### config.mk
export PLATFORM = sky130hd
export DESIGN_NAME = iwcd_top
export DESIGN_NICKNAME = d
export VERILOG_FILES = /design/src/iwcd_pkg.sv /design/src/iwcd_top.sv
export SDC_FILE = /design/constraint.sdc
export NUM_CORES = 1
export LEC_CHECK = 0
export BUFFER_PORTS_ARGS = -buffer_cell sky130_fd_sc_hd__clkbuf_2
export CAP_MARGIN = 10
export CORE_UTILIZATION = 28
export CTS_CLUSTER_DIAMETER = 80
export CTS_CLUSTER_SIZE = 16
export DETAILED_ROUTE_END_ITERATION = 10
export PLACE_DENSITY_LB_ADDON = 0.05
export SYNTH_ARGS = -nofsm -noshare
export SYNTH_HDL_FRONTEND = slang
export SYNTH_SLANG_ARGS = --single-unit
### constraint.sdc
create_clock -name clk_i -period 6.55 [get_ports clk_i]
set_input_delay 0.655 -clock clk_i [delete_from_list [all_inputs] [get_ports clk_i]]
set_output_delay 0.655 -clock clk_i [all_outputs]
set_load 0.05 [all_outputs]
### src/iwcd_pkg.sv
// constants and carrier types of the idle wake and clock divider block
// assumes a classic wishbone master with 32-bit data, one clock domain
//
// Contract
// RULE1: watchdog interrupt ends idle only when wake enable bit 2 is set
// RULE2: external interrupt 1 ends idle only when wake enable bit 1 set
// RULE3: external interrupt 0 ends idle only when wake enable bit 0 set
// RULE4: auxiliary interrupts always wake, gated only by auxiliary enable bit
// RULE5: mode 00 selects undivided normal operation, the reset state
// RULE6: mode 01 divides at once, leaves on wake-up or normal write
// RULE7: delay mode, tick enabled: divide from next tick to following tick
// RULE8: delay mode, tick masked: start at next tick, end at tick after wake
// RULE9: normal mode write ends delay mode division too
// RULE10: mode 11 divides until mode rewritten, ignoring wake-ups and ticks
// RULE11: mode field reads status: 00 none, 01 immediate, 10 delay
// RULE12: select codes 000-100 divide 2..32, 101-111 divide 1024..4096
// RULE13: divided and undivided clock switch only on whole clock boundaries
// RULE14: unused register bits read fixed zero and ignore writes
package iwcd_pkg;

   // ==========================================================
   // register map (indices; byte address is four times index)
   localparam int IWCD_ADR_W = 10;
   localparam logic [7:0] IWCD_IDX_WAKE = 8'hC6;
   localparam logic [7:0] IWCD_IDX_RATIO = 8'hC7;
   localparam logic [7:0] IWCD_WAKE_RST = 8'h00;
   localparam logic [7:0] IWCD_RATIO_RST = 8'h00;

   // ==========================================================
   // field positions
   localparam int IWCD_WAKE_WDT_BIT = 2;
   localparam int IWCD_WAKE_EX1_BIT = 1;
   localparam int IWCD_WAKE_EX0_BIT = 0;
   localparam int IWCD_MODE_LSB = 4;
   localparam int IWCD_SEL_LSB = 0;

   // ==========================================================
   // mode codes, written and read
   localparam logic [1:0] IWCD_MODE_NORMAL = 2'h0;
   localparam logic [1:0] IWCD_MODE_IMM = 2'h1;
   localparam logic [1:0] IWCD_MODE_DELAY = 2'h2;
   localparam logic [1:0] IWCD_MODE_MANUAL = 2'h3;

   // ==========================================================
   // divider
   localparam int IWCD_CNT_W = 12;
   localparam logic [2:0] IWCD_SEL_RST = 3'h0;

   typedef struct packed {
      logic wdt;
      logic ex1;
      logic ex0;
   } iwcd_wake_t;

   typedef struct packed {
      logic wdt;
      logic ex1;
      logic ex0;
      logic aux;
   } iwcd_irq_t;

   typedef enum logic [2:0] {
      IWCD_ST_NORMAL,
      IWCD_ST_IMM,
      IWCD_ST_DLY_WAIT,
      IWCD_ST_DLY_DIV,
      IWCD_ST_DLY_ARM,
      IWCD_ST_MANUAL
   } iwcd_state_t;

endpackage

### src/iwcd_top.sv
// idle wake-up gating and cpu clock divider with wishbone register access
// assumes interrupt, idle and tick inputs come from logic on clk_i
//
// Local design decision: register access over Wishbone.
`timescale 1ns/1ps
module iwcd_top
   import iwcd_pkg::*;
(
   input wire logic clk_i,
   input wire logic rst_i,
   input wire logic wb_cyc_i,
   input wire logic wb_stb_i,
   input wire logic wb_we_i,
   input wire logic [IWCD_ADR_W-1:0] wb_adr_i,
   input wire logic [3:0] wb_sel_i,
   input wire logic [31:0] wb_dat_i,
   output logic [31:0] wb_dat_o,
   output logic wb_ack_o,
   input wire logic idle_i,
   input wire iwcd_irq_t irq_i,
   input wire logic aux_irq_enable_i,
   input wire logic ms_tick_i,
   input wire logic ms_tick_en_i,
   output logic wake_o,
   output logic cpu_clk_en_o,
   output logic div_active_o
);

   // ==========================================================
   // bus decode
   logic req;
   logic hit_wake;
   logic hit_ratio;
   logic wr_ratio;
   logic [1:0] wr_mode;
   iwcd_wake_t wake_en;
   iwcd_state_t state;
   iwcd_state_t next_state;
   logic [2:0] ratio_sel;
   logic [1:0] mode_status;

   assign req = wb_cyc_i & wb_stb_i & ~wb_ack_o;
   assign hit_wake = wb_adr_i == {IWCD_IDX_WAKE, 2'h0};
   assign hit_ratio = wb_adr_i == {IWCD_IDX_RATIO, 2'h0};
   assign wr_ratio = req & wb_we_i & wb_sel_i[0] & hit_ratio;
   assign wr_mode = wb_dat_i[IWCD_MODE_LSB +: 2];

   // single registered ack one cycle after the request; unmapped addresses ack with zero data
   always_ff @(posedge clk_i) begin
      if (rst_i) begin
         wb_ack_o <= 1'b0;
      end else begin
         wb_ack_o <= req;
      end
   end

   always_ff @(posedge clk_i) begin
      if (rst_i) begin
         wb_dat_o <= 32'h0000_0000;
      end else if (req & ~wb_we_i) begin
         wb_dat_o <= 32'h0000_0000;
         if (hit_wake) begin
            wb_dat_o[2:0] <= wake_en; // RULE14
         end else if (hit_ratio) begin
            wb_dat_o[IWCD_MODE_LSB +: 2] <= mode_status; // RULE11
            wb_dat_o[IWCD_SEL_LSB +: 3] <= ratio_sel; // RULE14
         end
      end
   end

   // ==========================================================
   // register storage
   always_ff @(posedge clk_i) begin
      if (rst_i) begin
         wake_en <= iwcd_wake_t'(IWCD_WAKE_RST[2:0]);
      end else if (req & wb_we_i & wb_sel_i[0] & hit_wake) begin
         wake_en <= iwcd_wake_t'(wb_dat_i[2:0]); // RULE14
      end
   end

   always_ff @(posedge clk_i) begin
      if (rst_i) begin
         ratio_sel <= IWCD_SEL_RST;
      end else if (wr_ratio) begin
         ratio_sel <= wb_dat_i[IWCD_SEL_LSB +: 3]; // RULE12
      end
   end

   // ==========================================================
   // wake-up condition
   logic wake_cond;

   assign wake_cond = idle_i & ((irq_i.wdt & wake_en.wdt) // RULE1
      | (irq_i.ex1 & wake_en.ex1) // RULE2
      | (irq_i.ex0 & wake_en.ex0) // RULE3
      | (irq_i.aux & aux_irq_enable_i)); // RULE4

   always_ff @(posedge clk_i) begin
      if (rst_i) begin
         wake_o <= 1'b0;
      end else begin
         wake_o <= wake_cond;
      end
   end

   // ==========================================================
   // divide mode sequencing; a write always beats a same-cycle event
   always_comb begin
      next_state = state;
      if (wr_ratio) begin
         case (wr_mode)
            IWCD_MODE_NORMAL: next_state = IWCD_ST_NORMAL; // RULE5 RULE9
            IWCD_MODE_IMM: next_state = IWCD_ST_IMM; // RULE6
            IWCD_MODE_DELAY: next_state = IWCD_ST_DLY_WAIT;
            default: next_state = IWCD_ST_MANUAL; // RULE10
         endcase
      end else begin
         case (state)
            IWCD_ST_IMM: begin
               if (wake_cond) begin
                  next_state = IWCD_ST_NORMAL; // RULE6
               end
            end
            IWCD_ST_DLY_WAIT: begin
               // raw tick condition, counted even when masked
               if (ms_tick_i) begin
                  next_state = IWCD_ST_DLY_DIV; // RULE7 RULE8
               end
            end
            IWCD_ST_DLY_DIV: begin
               if (ms_tick_en_i & ms_tick_i) begin
                  next_state = IWCD_ST_NORMAL; // RULE7
               end else if (~ms_tick_en_i & wake_cond) begin
                  next_state = IWCD_ST_DLY_ARM; // RULE8
               end
            end
            IWCD_ST_DLY_ARM: begin
               if (ms_tick_i) begin
                  next_state = IWCD_ST_NORMAL; // RULE8
               end
            end
            default: next_state = state; // RULE10
         endcase
      end
   end

   always_ff @(posedge clk_i) begin
      if (rst_i) begin
         state <= IWCD_ST_NORMAL; // RULE5
      end else begin
         state <= next_state;
      end
   end

   // manual reports the reserved code so software can still tell it apart
   always_comb begin
      case (state)
         IWCD_ST_NORMAL: mode_status = IWCD_MODE_NORMAL;
         IWCD_ST_IMM: mode_status = IWCD_MODE_IMM;
         IWCD_ST_MANUAL: mode_status = IWCD_MODE_MANUAL;
         default: mode_status = IWCD_MODE_DELAY;
      endcase
   end

   // ==========================================================
   // divider: enable strobe, switched only at the end of a whole period
   logic div_req;
   logic div_on;
   logic [2:0] div_sel;
   logic [IWCD_CNT_W-1:0] cnt;
   logic [IWCD_CNT_W-1:0] next_cnt;
   logic next_div_on;
   logic [2:0] next_div_sel;
   logic [IWCD_CNT_W-1:0] last;
   logic [IWCD_CNT_W-1:0] next_last;

   function automatic logic [IWCD_CNT_W-1:0] ratio_last(input logic [2:0] s);
      logic [3:0] sh;
      sh = (s > 3'h4) ? 4'(s) + 4'h5 : 4'(s) + 4'h1;
      ratio_last = IWCD_CNT_W'((13'h0001 << sh) - 13'h0001); // RULE12
   endfunction

   assign div_req = (state == IWCD_ST_IMM) | (state == IWCD_ST_DLY_DIV)
      | (state == IWCD_ST_DLY_ARM) | (state == IWCD_ST_MANUAL);
   assign last = ratio_last(div_sel);
   assign next_last = ratio_last(next_div_sel);

   // a period in progress always runs to its end, so no runt cpu cycle
   always_comb begin
      next_cnt = cnt;
      next_div_on = div_on;
      next_div_sel = div_sel;
      if (~div_on | (cnt == last)) begin
         next_cnt = '0; // RULE13
         next_div_on = div_req;
         next_div_sel = ratio_sel;
      end else begin
         next_cnt = cnt + 1'b1;
      end
   end

   always_ff @(posedge clk_i) begin
      if (rst_i) begin
         cnt <= '0;
         div_on <= 1'b0;
         div_sel <= IWCD_SEL_RST;
      end else begin
         cnt <= next_cnt;
         div_on <= next_div_on;
         div_sel <= next_div_sel;
      end
   end

   always_ff @(posedge clk_i) begin
      if (rst_i) begin
         cpu_clk_en_o <= 1'b1;
         div_active_o <= 1'b0;
      end else begin
         cpu_clk_en_o <= ~next_div_on | (next_cnt == next_last); // RULE13
         div_active_o <= next_div_on;
      end
   end

   // ==========================================================
   // checks
   wake_gate_a: assert property (@(posedge clk_i) disable iff (rst_i)
      (idle_i & irq_i.wdt & wake_en.wdt) |=> wake_o) // RULE1
      else $error("watchdog wake missed");

   ex1_gate_a: assert property (@(posedge clk_i) disable iff (rst_i)
      (~irq_i.wdt & ~irq_i.ex0 & ~irq_i.aux & irq_i.ex1 & ~wake_en.ex1) |=> ~wake_o) // RULE2
      else $error("masked ext1 woke");

   ex0_gate_a: assert property (@(posedge clk_i) disable iff (rst_i)
      (idle_i & irq_i.ex0 & wake_en.ex0) |=> wake_o) // RULE3
      else $error("ext0 wake missed");

   aux_wake_a: assert property (@(posedge clk_i) disable iff (rst_i)
      (idle_i & irq_i.aux & aux_irq_enable_i) |=> wake_o) // RULE4
      else $error("aux wake missed");

   normal_full_a: assert property (@(posedge clk_i) disable iff (rst_i)
      (state == IWCD_ST_NORMAL && !div_on) [*2] |=> cpu_clk_en_o) // RULE5
      else $error("normal mode divided");

   imm_exit_a: assert property (@(posedge clk_i) disable iff (rst_i)
      (state == IWCD_ST_IMM && !wr_ratio && wake_cond) |=> state == IWCD_ST_NORMAL) // RULE6
      else $error("immediate mode kept after wake");

   delay_start_a: assert property (@(posedge clk_i) disable iff (rst_i)
      (state == IWCD_ST_DLY_WAIT && !wr_ratio && ms_tick_i) |=> state == IWCD_ST_DLY_DIV) // RULE7
      else $error("delay start missed");

   delay_masked_a: assert property (@(posedge clk_i) disable iff (rst_i)
      (state == IWCD_ST_DLY_DIV && !wr_ratio && !ms_tick_en_i && ms_tick_i && !wake_cond)
      |=> state == IWCD_ST_DLY_DIV) // RULE8
      else $error("masked tick ended delay early");

   delay_end_a: assert property (@(posedge clk_i) disable iff (rst_i)
      (state == IWCD_ST_DLY_DIV && !wr_ratio && ms_tick_en_i && ms_tick_i)
      |=> state == IWCD_ST_NORMAL) // RULE7
      else $error("enabled tick did not end delay");

   armed_exit_a: assert property (@(posedge clk_i) disable iff (rst_i)
      (state == IWCD_ST_DLY_ARM && !wr_ratio && ms_tick_i)
      |=> state == IWCD_ST_NORMAL) // RULE8
      else $error("armed delay kept after tick");

   // a longest period of 4096 cycles may still have to run out after a normal write
   localparam logic [IWCD_CNT_W:0] STOP_ONE = {{IWCD_CNT_W{1'b0}}, 1'b1};
   localparam logic [IWCD_CNT_W:0] STOP_MAX = {1'b1, {(IWCD_CNT_W - 1){1'b0}}, 1'b1};
   logic [IWCD_CNT_W:0] stop_wait;

   always_ff @(posedge clk_i) begin
      if (rst_i) begin
         stop_wait <= '0;
      end else if (wr_ratio) begin
         if (wr_mode == IWCD_MODE_NORMAL) begin
            stop_wait <= STOP_ONE; // RULE9
         end else begin
            stop_wait <= '0;
         end
      end else if ((stop_wait != '0) & div_active_o) begin
         stop_wait <= stop_wait + 1'b1;
      end else begin
         stop_wait <= '0;
      end
   end

   normal_write_a: assert property (@(posedge clk_i) disable iff (rst_i)
      stop_wait <= STOP_MAX) // RULE9
      else $error("normal write did not stop divide");

   manual_hold_a: assert property (@(posedge clk_i) disable iff (rst_i)
      (state == IWCD_ST_MANUAL && !wr_ratio) |=> state == IWCD_ST_MANUAL) // RULE10
      else $error("manual mode left without write");

   status_read_a: assert property (@(posedge clk_i) disable iff (rst_i)
      (req && !wb_we_i && hit_ratio && state == IWCD_ST_IMM)
      |=> wb_ack_o && wb_dat_o[5:4] == 2'h1) // RULE11
      else $error("status read wrong");

   div2_period_a: assert property (@(posedge clk_i) disable iff (rst_i)
      (div_on && div_sel == 3'h0 && div_req && cpu_clk_en_o) |=> !cpu_clk_en_o) // RULE12
      else $error("divide by two period wrong");

   no_runt_a: assert property (@(posedge clk_i) disable iff (rst_i)
      (div_on && cnt != last) |=> div_on) // RULE13
      else $error("divided period cut short");

   fixed_zero_a: assert property (@(posedge clk_i) disable iff (rst_i)
      wb_ack_o |-> (wb_dat_o[31:6] == 26'h0 && wb_dat_o[3] == 1'b0)) // RULE14
      else $error("unused bits not zero");

endmodule

=== Word-level counts from Yosys, hierarchy flattened ===
Cells that the tools add are included.

* Register bits after elaboration: 33
* Logic and storage cells: 87

* Add/sub/neg operators: 7
* Order comparisons: 2
* Equality and inequality tests: 15
* Shifts and indexed selects: 2
* Multiplexer cells: 18
* Bitwise gates (word level): 27
* Reduce and logical (&&, ||, !) cells: 4

{| class="wikitable"
|+ Operators with widths
! cell !! number
|-
| $mux W3 || 9
|-
| $eq A12 B12 Y1 || 2
|-
| $shl A1 B4 Y12 const A || 2
|-
| $sub A12 B1 Y12 const B || 2
|-
| $eq A10 B10 Y1 const B || 2
|-
| $and A1 B1 Y1 || 14
|-
| $add A12 B1 Y12 const B || 1
|-
| $mux W12 || 1
|-
| $pmux W3 S4 || 1
|-
| $ne A3 B3 Y1 const B || 3
|-
| $pmux W3 S3 || 1
|-
| $add A3 B1 Y4 const B || 2
|-
| $add A3 B3 Y4 const B || 2
|-
| $mux W4 || 2
|-
| $or A1 B1 Y1 || 8
|-
| $eq A3 B2 Y1 const B || 2
|-
| $eq A3 B3 Y1 const B || 2
|-
| $gt A3 B3 Y1 const B || 2
|-
| $pmux W2 S3 || 1
|-
| $not A1 Y1 || 5
|-
| $reduce_and A5 Y1 || 1
|-
| $reduce_bool A5 Y1 || 1
|-
| $mux W2 || 2
|-
| $ne A4 B4 Y1 const B || 1
|-
| 6 further kinds || 6
|}

=== Depth between registers and ports, before layout ===
* Word-level depth: 13
* Depth in mapped cells: 26
* Gate-level depth less buffers: 21

=== Worst setup path after synthesis ===
Ideal clock, no wire load.

* Kind: reg-to-reg
* Start: register div_sel[2]
* End: register cpu_clk_en_o
* Data arrival time: 4863 ps
* Data required time: 6463 ps
* Setup slack: 1599 ps
* Stages on the path, launching flop included: 25
* Buffers on the path: 4
* Clock period less this slack: 4951 ps
* Cells stage by stage: dfxtp_1 -> buf_2 -> nor3_1 -> inv_1 -> ha_1 -> or4b_2 -> o211ai_1 -> a221o_1 -> o31ai_2 -> clkbuf_1 -> clkbuf_1 -> o21ai_0 -> ha_1 -> nand2b_1 -> ha_1 -> clkbuf_1 -> xnor2_1 -> nor4_1 -> a32o_1 -> a211oi_1 -> nand2_1 -> a21oi_1 -> nor4_2 -> nand4_1 -> o31ai_1

* Longest elaborated chain between the ends: 13
* Elaborated cells on any way between the ends: 20
* Those cells by class: add/sub (6); order compare (2); eq/ne (2); shift (2); mux (5); bitwise (3)

{| class="wikitable"
|+ Ends and longest elaborated chain
! what !! line !! source
|-
| start: declaration || iwcd_top.sv:169 || <nowiki>logic [2:0] div_sel;</nowiki>
|-
| start signal: assignment || iwcd_top.sv:210 || <nowiki>div_sel <= next_div_sel;</nowiki>
|-
| $add A3 B1 Y4, or another cell as far along || iwcd_top.sv:179 || <nowiki>sh = (s > 3'h4) ? 4'(s) + 4'h5 : 4'(s) + 4'h1;</nowiki>
|-
| $mux W4 || iwcd_top.sv:179 ||
|-
| $shl A1 B4 Y12 || iwcd_top.sv:180 || <nowiki>ratio_last = IWCD_CNT_W'((13'h0001 << sh) - 13'h0001);</nowiki>
|-
| $sub A12 B1 Y12 || iwcd_top.sv:180 ||
|-
| $eq A12 B12 Y1 || iwcd_top.sv:193 || <nowiki>if (~div_on | (cnt == last)) begin</nowiki>
|-
| $or A1 B1 Y1 || iwcd_top.sv:193 ||
|-
| $mux W3 || iwcd_top.sv:193 ||
|-
| $add A3 B1 Y4, or another cell as far along || iwcd_top.sv:179 ||
|-
| $mux W4 || iwcd_top.sv:179 ||
|-
| $shl A1 B4 Y12 || iwcd_top.sv:180 ||
|-
| $sub A12 B1 Y12 || iwcd_top.sv:180 ||
|-
| $eq A12 B12 Y1 || iwcd_top.sv:219 || <nowiki>cpu_clk_en_o <= ~next_div_on | (next_cnt == next_last);</nowiki>
|-
| $or A1 B1 Y1 * || iwcd_top.sv:219 ||
|-
| end signal: assignment || iwcd_top.sv:219 ||
|-
| end: declaration || iwcd_top.sv:25 || <nowiki>output logic cpu_clk_en_o,</nowiki>
|}

Every way passes the cells marked *; elsewhere a longest branch is shown, timed or not.
A chain may end at the register's enable or synchronous reset.

=== Worst setup path after layout ===
* Start: register div_sel[1]
* End: register cpu_clk_en_o

The elaborated chain is that of the path after synthesis.

==> results.cfg <==
[clock_network]
postCtsHoldBufs = 0
cts_buffers = 5
ctsLongestPathBuffers = 2
path_clk_slew_ns = 0.07
cts_resized = 0
cts_tree = yes
postCtsSetupBuffers = 0
htree_num_levels = 2
cts.sinks = 33
cts_root_buffer = clkbuf_8
insertion_delay_ns = 0.29

[finish]
final_nets = 441
antenna_cells = 0
final_util = 0.325
area_delta_synth_final_pct = 10.4
layout-drive-gt1-share = 0.169

[sta]
worst_slew_pin_slew_ns = 1.08
clock_skew_ns = 0.00267
maxSlewHeadroom = 0.276
hold_viol_final = 0
rsz0062_at_grt = false
fmax_mhz = 180
fin_crit_sh = 0.850
setup_violations = 0
tns_ns = 0
setup_slack_ns = 0.982
slew_violations = 0
period_needed_ns = 5.57

[global_routing]
grt_pass1_vias = 2381
grt_overflow = 0
grt_max_degree = 25
grt_pass1_wl_mm = 12.2
grt_use_total = 0.160
antenna_found_initial = 0

[flow_run]
maxCapViolCount = 0

[logic_synthesis]
synth_top_area_cell = dfxtp_1
ys_ff_latch = 33
syn_inst = 345
synthTopCellsByArea = dfxtp_1 25%, buf_4 7.8%, nor2_1 5.6%
syn_area_um2 = 2610
netlist.area_leader.share = 0.253
yosysMostFrequentCell = nor2_1
async_reset_ff_frac = 0
ys_types = 62
synth_edf_count = 0
avgSynthCellArea_um2 = 7.55
yosysSeqAreaShare = 0.253
synth_flop_cell = dfxtp_1
yosys_warnings = 0
synth_commonest_cells = 39 x nor2_1, 33 x dfxtp_1, 30 x nand2_1

[power_and_ir_drop]
max-vdd-ir-drop_v = 0.0000502
cellPowerDensity_nw_per_um2 = 143
p_leak_nw = 1.09

[placed_design]
place_ws_ns = 1.18
io_buffer_count = 37
gp_congestion = 0.803
hpwl_mm = 5.69

[die]
ioPinCount = 95
core_area_um2 = 8850
die_area_um2 = 9700
fp.dieH_um = 98.5
die_w_um = 98.5
start_util = 0.295
num_rows = 34

[route]
drtAntennaViolNets = 0
drc = 0
routed_wl_mm = 7.45
drt_pre_antenna_iters = 7
via_per_inst = 5.12
routedWlPerCell_um = 15.3
drt_iter0_drc = 165
vias = 2495

[critical_path]
worstReg2RegStart = div_sel[1]$_SDFF_PP0_
end_kind = register
crit_type = register to register
startpoint = div_sel[1]$_SDFF_PP0_
critPathCapture = cpu_clk_en_o$_SDFF_PP1_
regToRegSetupSlack_ns = 0.98
r2r_cells = 20
start_kind = register
r2r_end = cpu_clk_en_o$_SDFF_PP1_
cp.arrival_ns = 5.76
crit_fanout = 7
crit_required_ns = 6.74

[outcome]
status = completed

[hold_path]
hold_path_class = register to register
==> registers in the layout, indices dropped and copies added (netlist names) <==
signal	count
div_active_o	1
cpu_clk_en_o	1
wb_ack_o	1
cnt	12
wb_dat_o	5
div_sel	3
ratio_sel	3
wake_o	1
wake_en	3
state	3
==> worst min path at each step <==
stage / start / to / slack [ns] / cells past startpoint
after floorplan: cnt[0]$_SDFF_PP0_ / cnt[0]$_SDFF_PP0_ / 0.44 / 1
after global placement: wb_dat_o[5]$_SDFFE_PP0P_ / wb_dat_o[5]$_SDFFE_PP0P_ / 0.44 / 2
after detailed placement: wb_dat_o[2]$_SDFFE_PP0P_ / wb_dat_o[2]$_SDFFE_PP0P_ / 0.45 / 2
after CTS: wb_dat_o[2]$_SDFFE_PP0P_ / wb_dat_o[2]$_SDFFE_PP0P_ / 0.46 / 2
after global routing: wb_dat_o[5]$_SDFFE_PP0P_ / wb_dat_o[5]$_SDFFE_PP0P_ / 0.48 / 2
final: wb_dat_o[4]$_SDFFE_PP0P_ / wb_dat_o[4]$_SDFFE_PP0P_ / 0.45 / 2
==> through the flow <==
| stage | cells | total power (W) | hold WS (ns) | cell area [um2] |
|---|---|---|---|---|
| 3_3_place_gp | 479 | 0.000258 | 0.442 | 2800 |
| 5_1_grt | 487 | 0.000429 | 0.480 | 2880 |
| 2_1_floorplan | 371 | 0.000259 | 0.438 | 2700 |
| 3_5_place_dp | 479 | 0.000258 | 0.450 | 2800 |
| 4_1_cts | 487 | 0.000417 | 0.460 | 2880 |
| 6_report | 487 | 0.000412 | 0.454 | 2880 |
==> worst max-delay path: stages (launching register included) <==
cell	delay, ns
dfxtp_1	0.34
nor3_1	0.49
inv_1	0.09
ha_1	0.31
or4b_2	0.24
o211ai_1	0.08
a221o_1	0.49
o31ai_2	0.35
mux2_2	0.44
nor2b_1	0.15
ha_1	0.28
nand2b_1	0.16
ha_1	0.29
inv_1	0.15
a21oi_1	0.08
o311ai_1	0.36
a31oi_1	0.14
mux2_4	0.28
nor4_2	0.27
nand4_1	0.16
o31ai_1	0.31
==> power by group <==
part / internal [W] / total [W] / leakage [nW] / switching, W
registers: 0.000201 / 0.000201 / 0.266 / 0.000000131
logic: 0.00000872 / 0.0000523 / 0.783 / 0.0000436
clock network: 0.0000738 / 0.000159 / 0.0450 / 0.0000851
==> area by class of cell <==
| cell class | instances | area [um2] |
|---|---|---|
| well taps | 108 | 135 |
| multi-input cells | 281 | 1720 |
| fillers | 979 | 5970 |
| repair buffers | 43 | 230 |
| clock buffers | 6 | 72.6 |
| flip-flops and latches | 33 | 661 |
| inverters | 14 | 52.6 |
| clock inverters | 2 | 10.0 |
==> cells in the final DEF (no fill, tap or decap), types with 2 or more instances in the layout <==
cell	Yosys	layout
and2_1	3	3
and3_1	6	6
nand2_1	30	30
nor3_1	7	7
o311ai_0	3	3
a22oi_1	3	3
xnor2_1	10	10
mux2i_1	7	7
nor2_1	39	39
o211ai_1	8	8
ha_1	4	4
nand2b_1	4	4
clkinv_2	0	2
inv_1	14	14
buf_4	27	6
xor2_1	9	9
dfxtp_1	33	33
nor4_1	4	4
nand3b_1	3	3
a21oi_1	25	25
nand4_1	7	7
clkbuf_2	0	37
or4_1	2	2
o21ai_0	13	13
conb_1	2	28
nand3_1	12	12
a31oi_1	2	2
clkbuf_8	0	5
nand4b_1	2	2
o22a_1	2	2
mux2_2	6	6
nor2b_1	7	7
or2_2	2	2
nor4b_1	4	4
nor3b_1	3	3
==> cell families (layout without fill, tap and decap cells) <==
family | Yosys count | after routing | share of synthesized area
other | 2 | 28 | 0.00288
muxes | 15 | 15 | 0.0672
buffers and inverters | 57 | 65 | 0.125
xor gates and xnor gates | 19 | 19 | 0.0639
AOI/OAI and AO/OA | 77 | 77 | 0.199
adders and majority gates | 4 | 4 | 0.0192
DFF | 33 | 33 | 0.253
and+or+nand+nor | 138 | 138 | 0.269
==> metal layers <==
layer | vias to the layer above | global-route usage | wire length (um) | share of wire
li1 | 1244 | - | - | -
met1 | 1172 | 0.234 | 3830 | 0.51
met2 | 71 | 0.243 | 3210 | 0.43
met3 | 8 | 0.0220 | 282 | 0.038
met4 | 0 | 0.0505 | 120 | 0.016
met5 | - | 0 | 0 | 0
(Power assumes the default switching activity.)
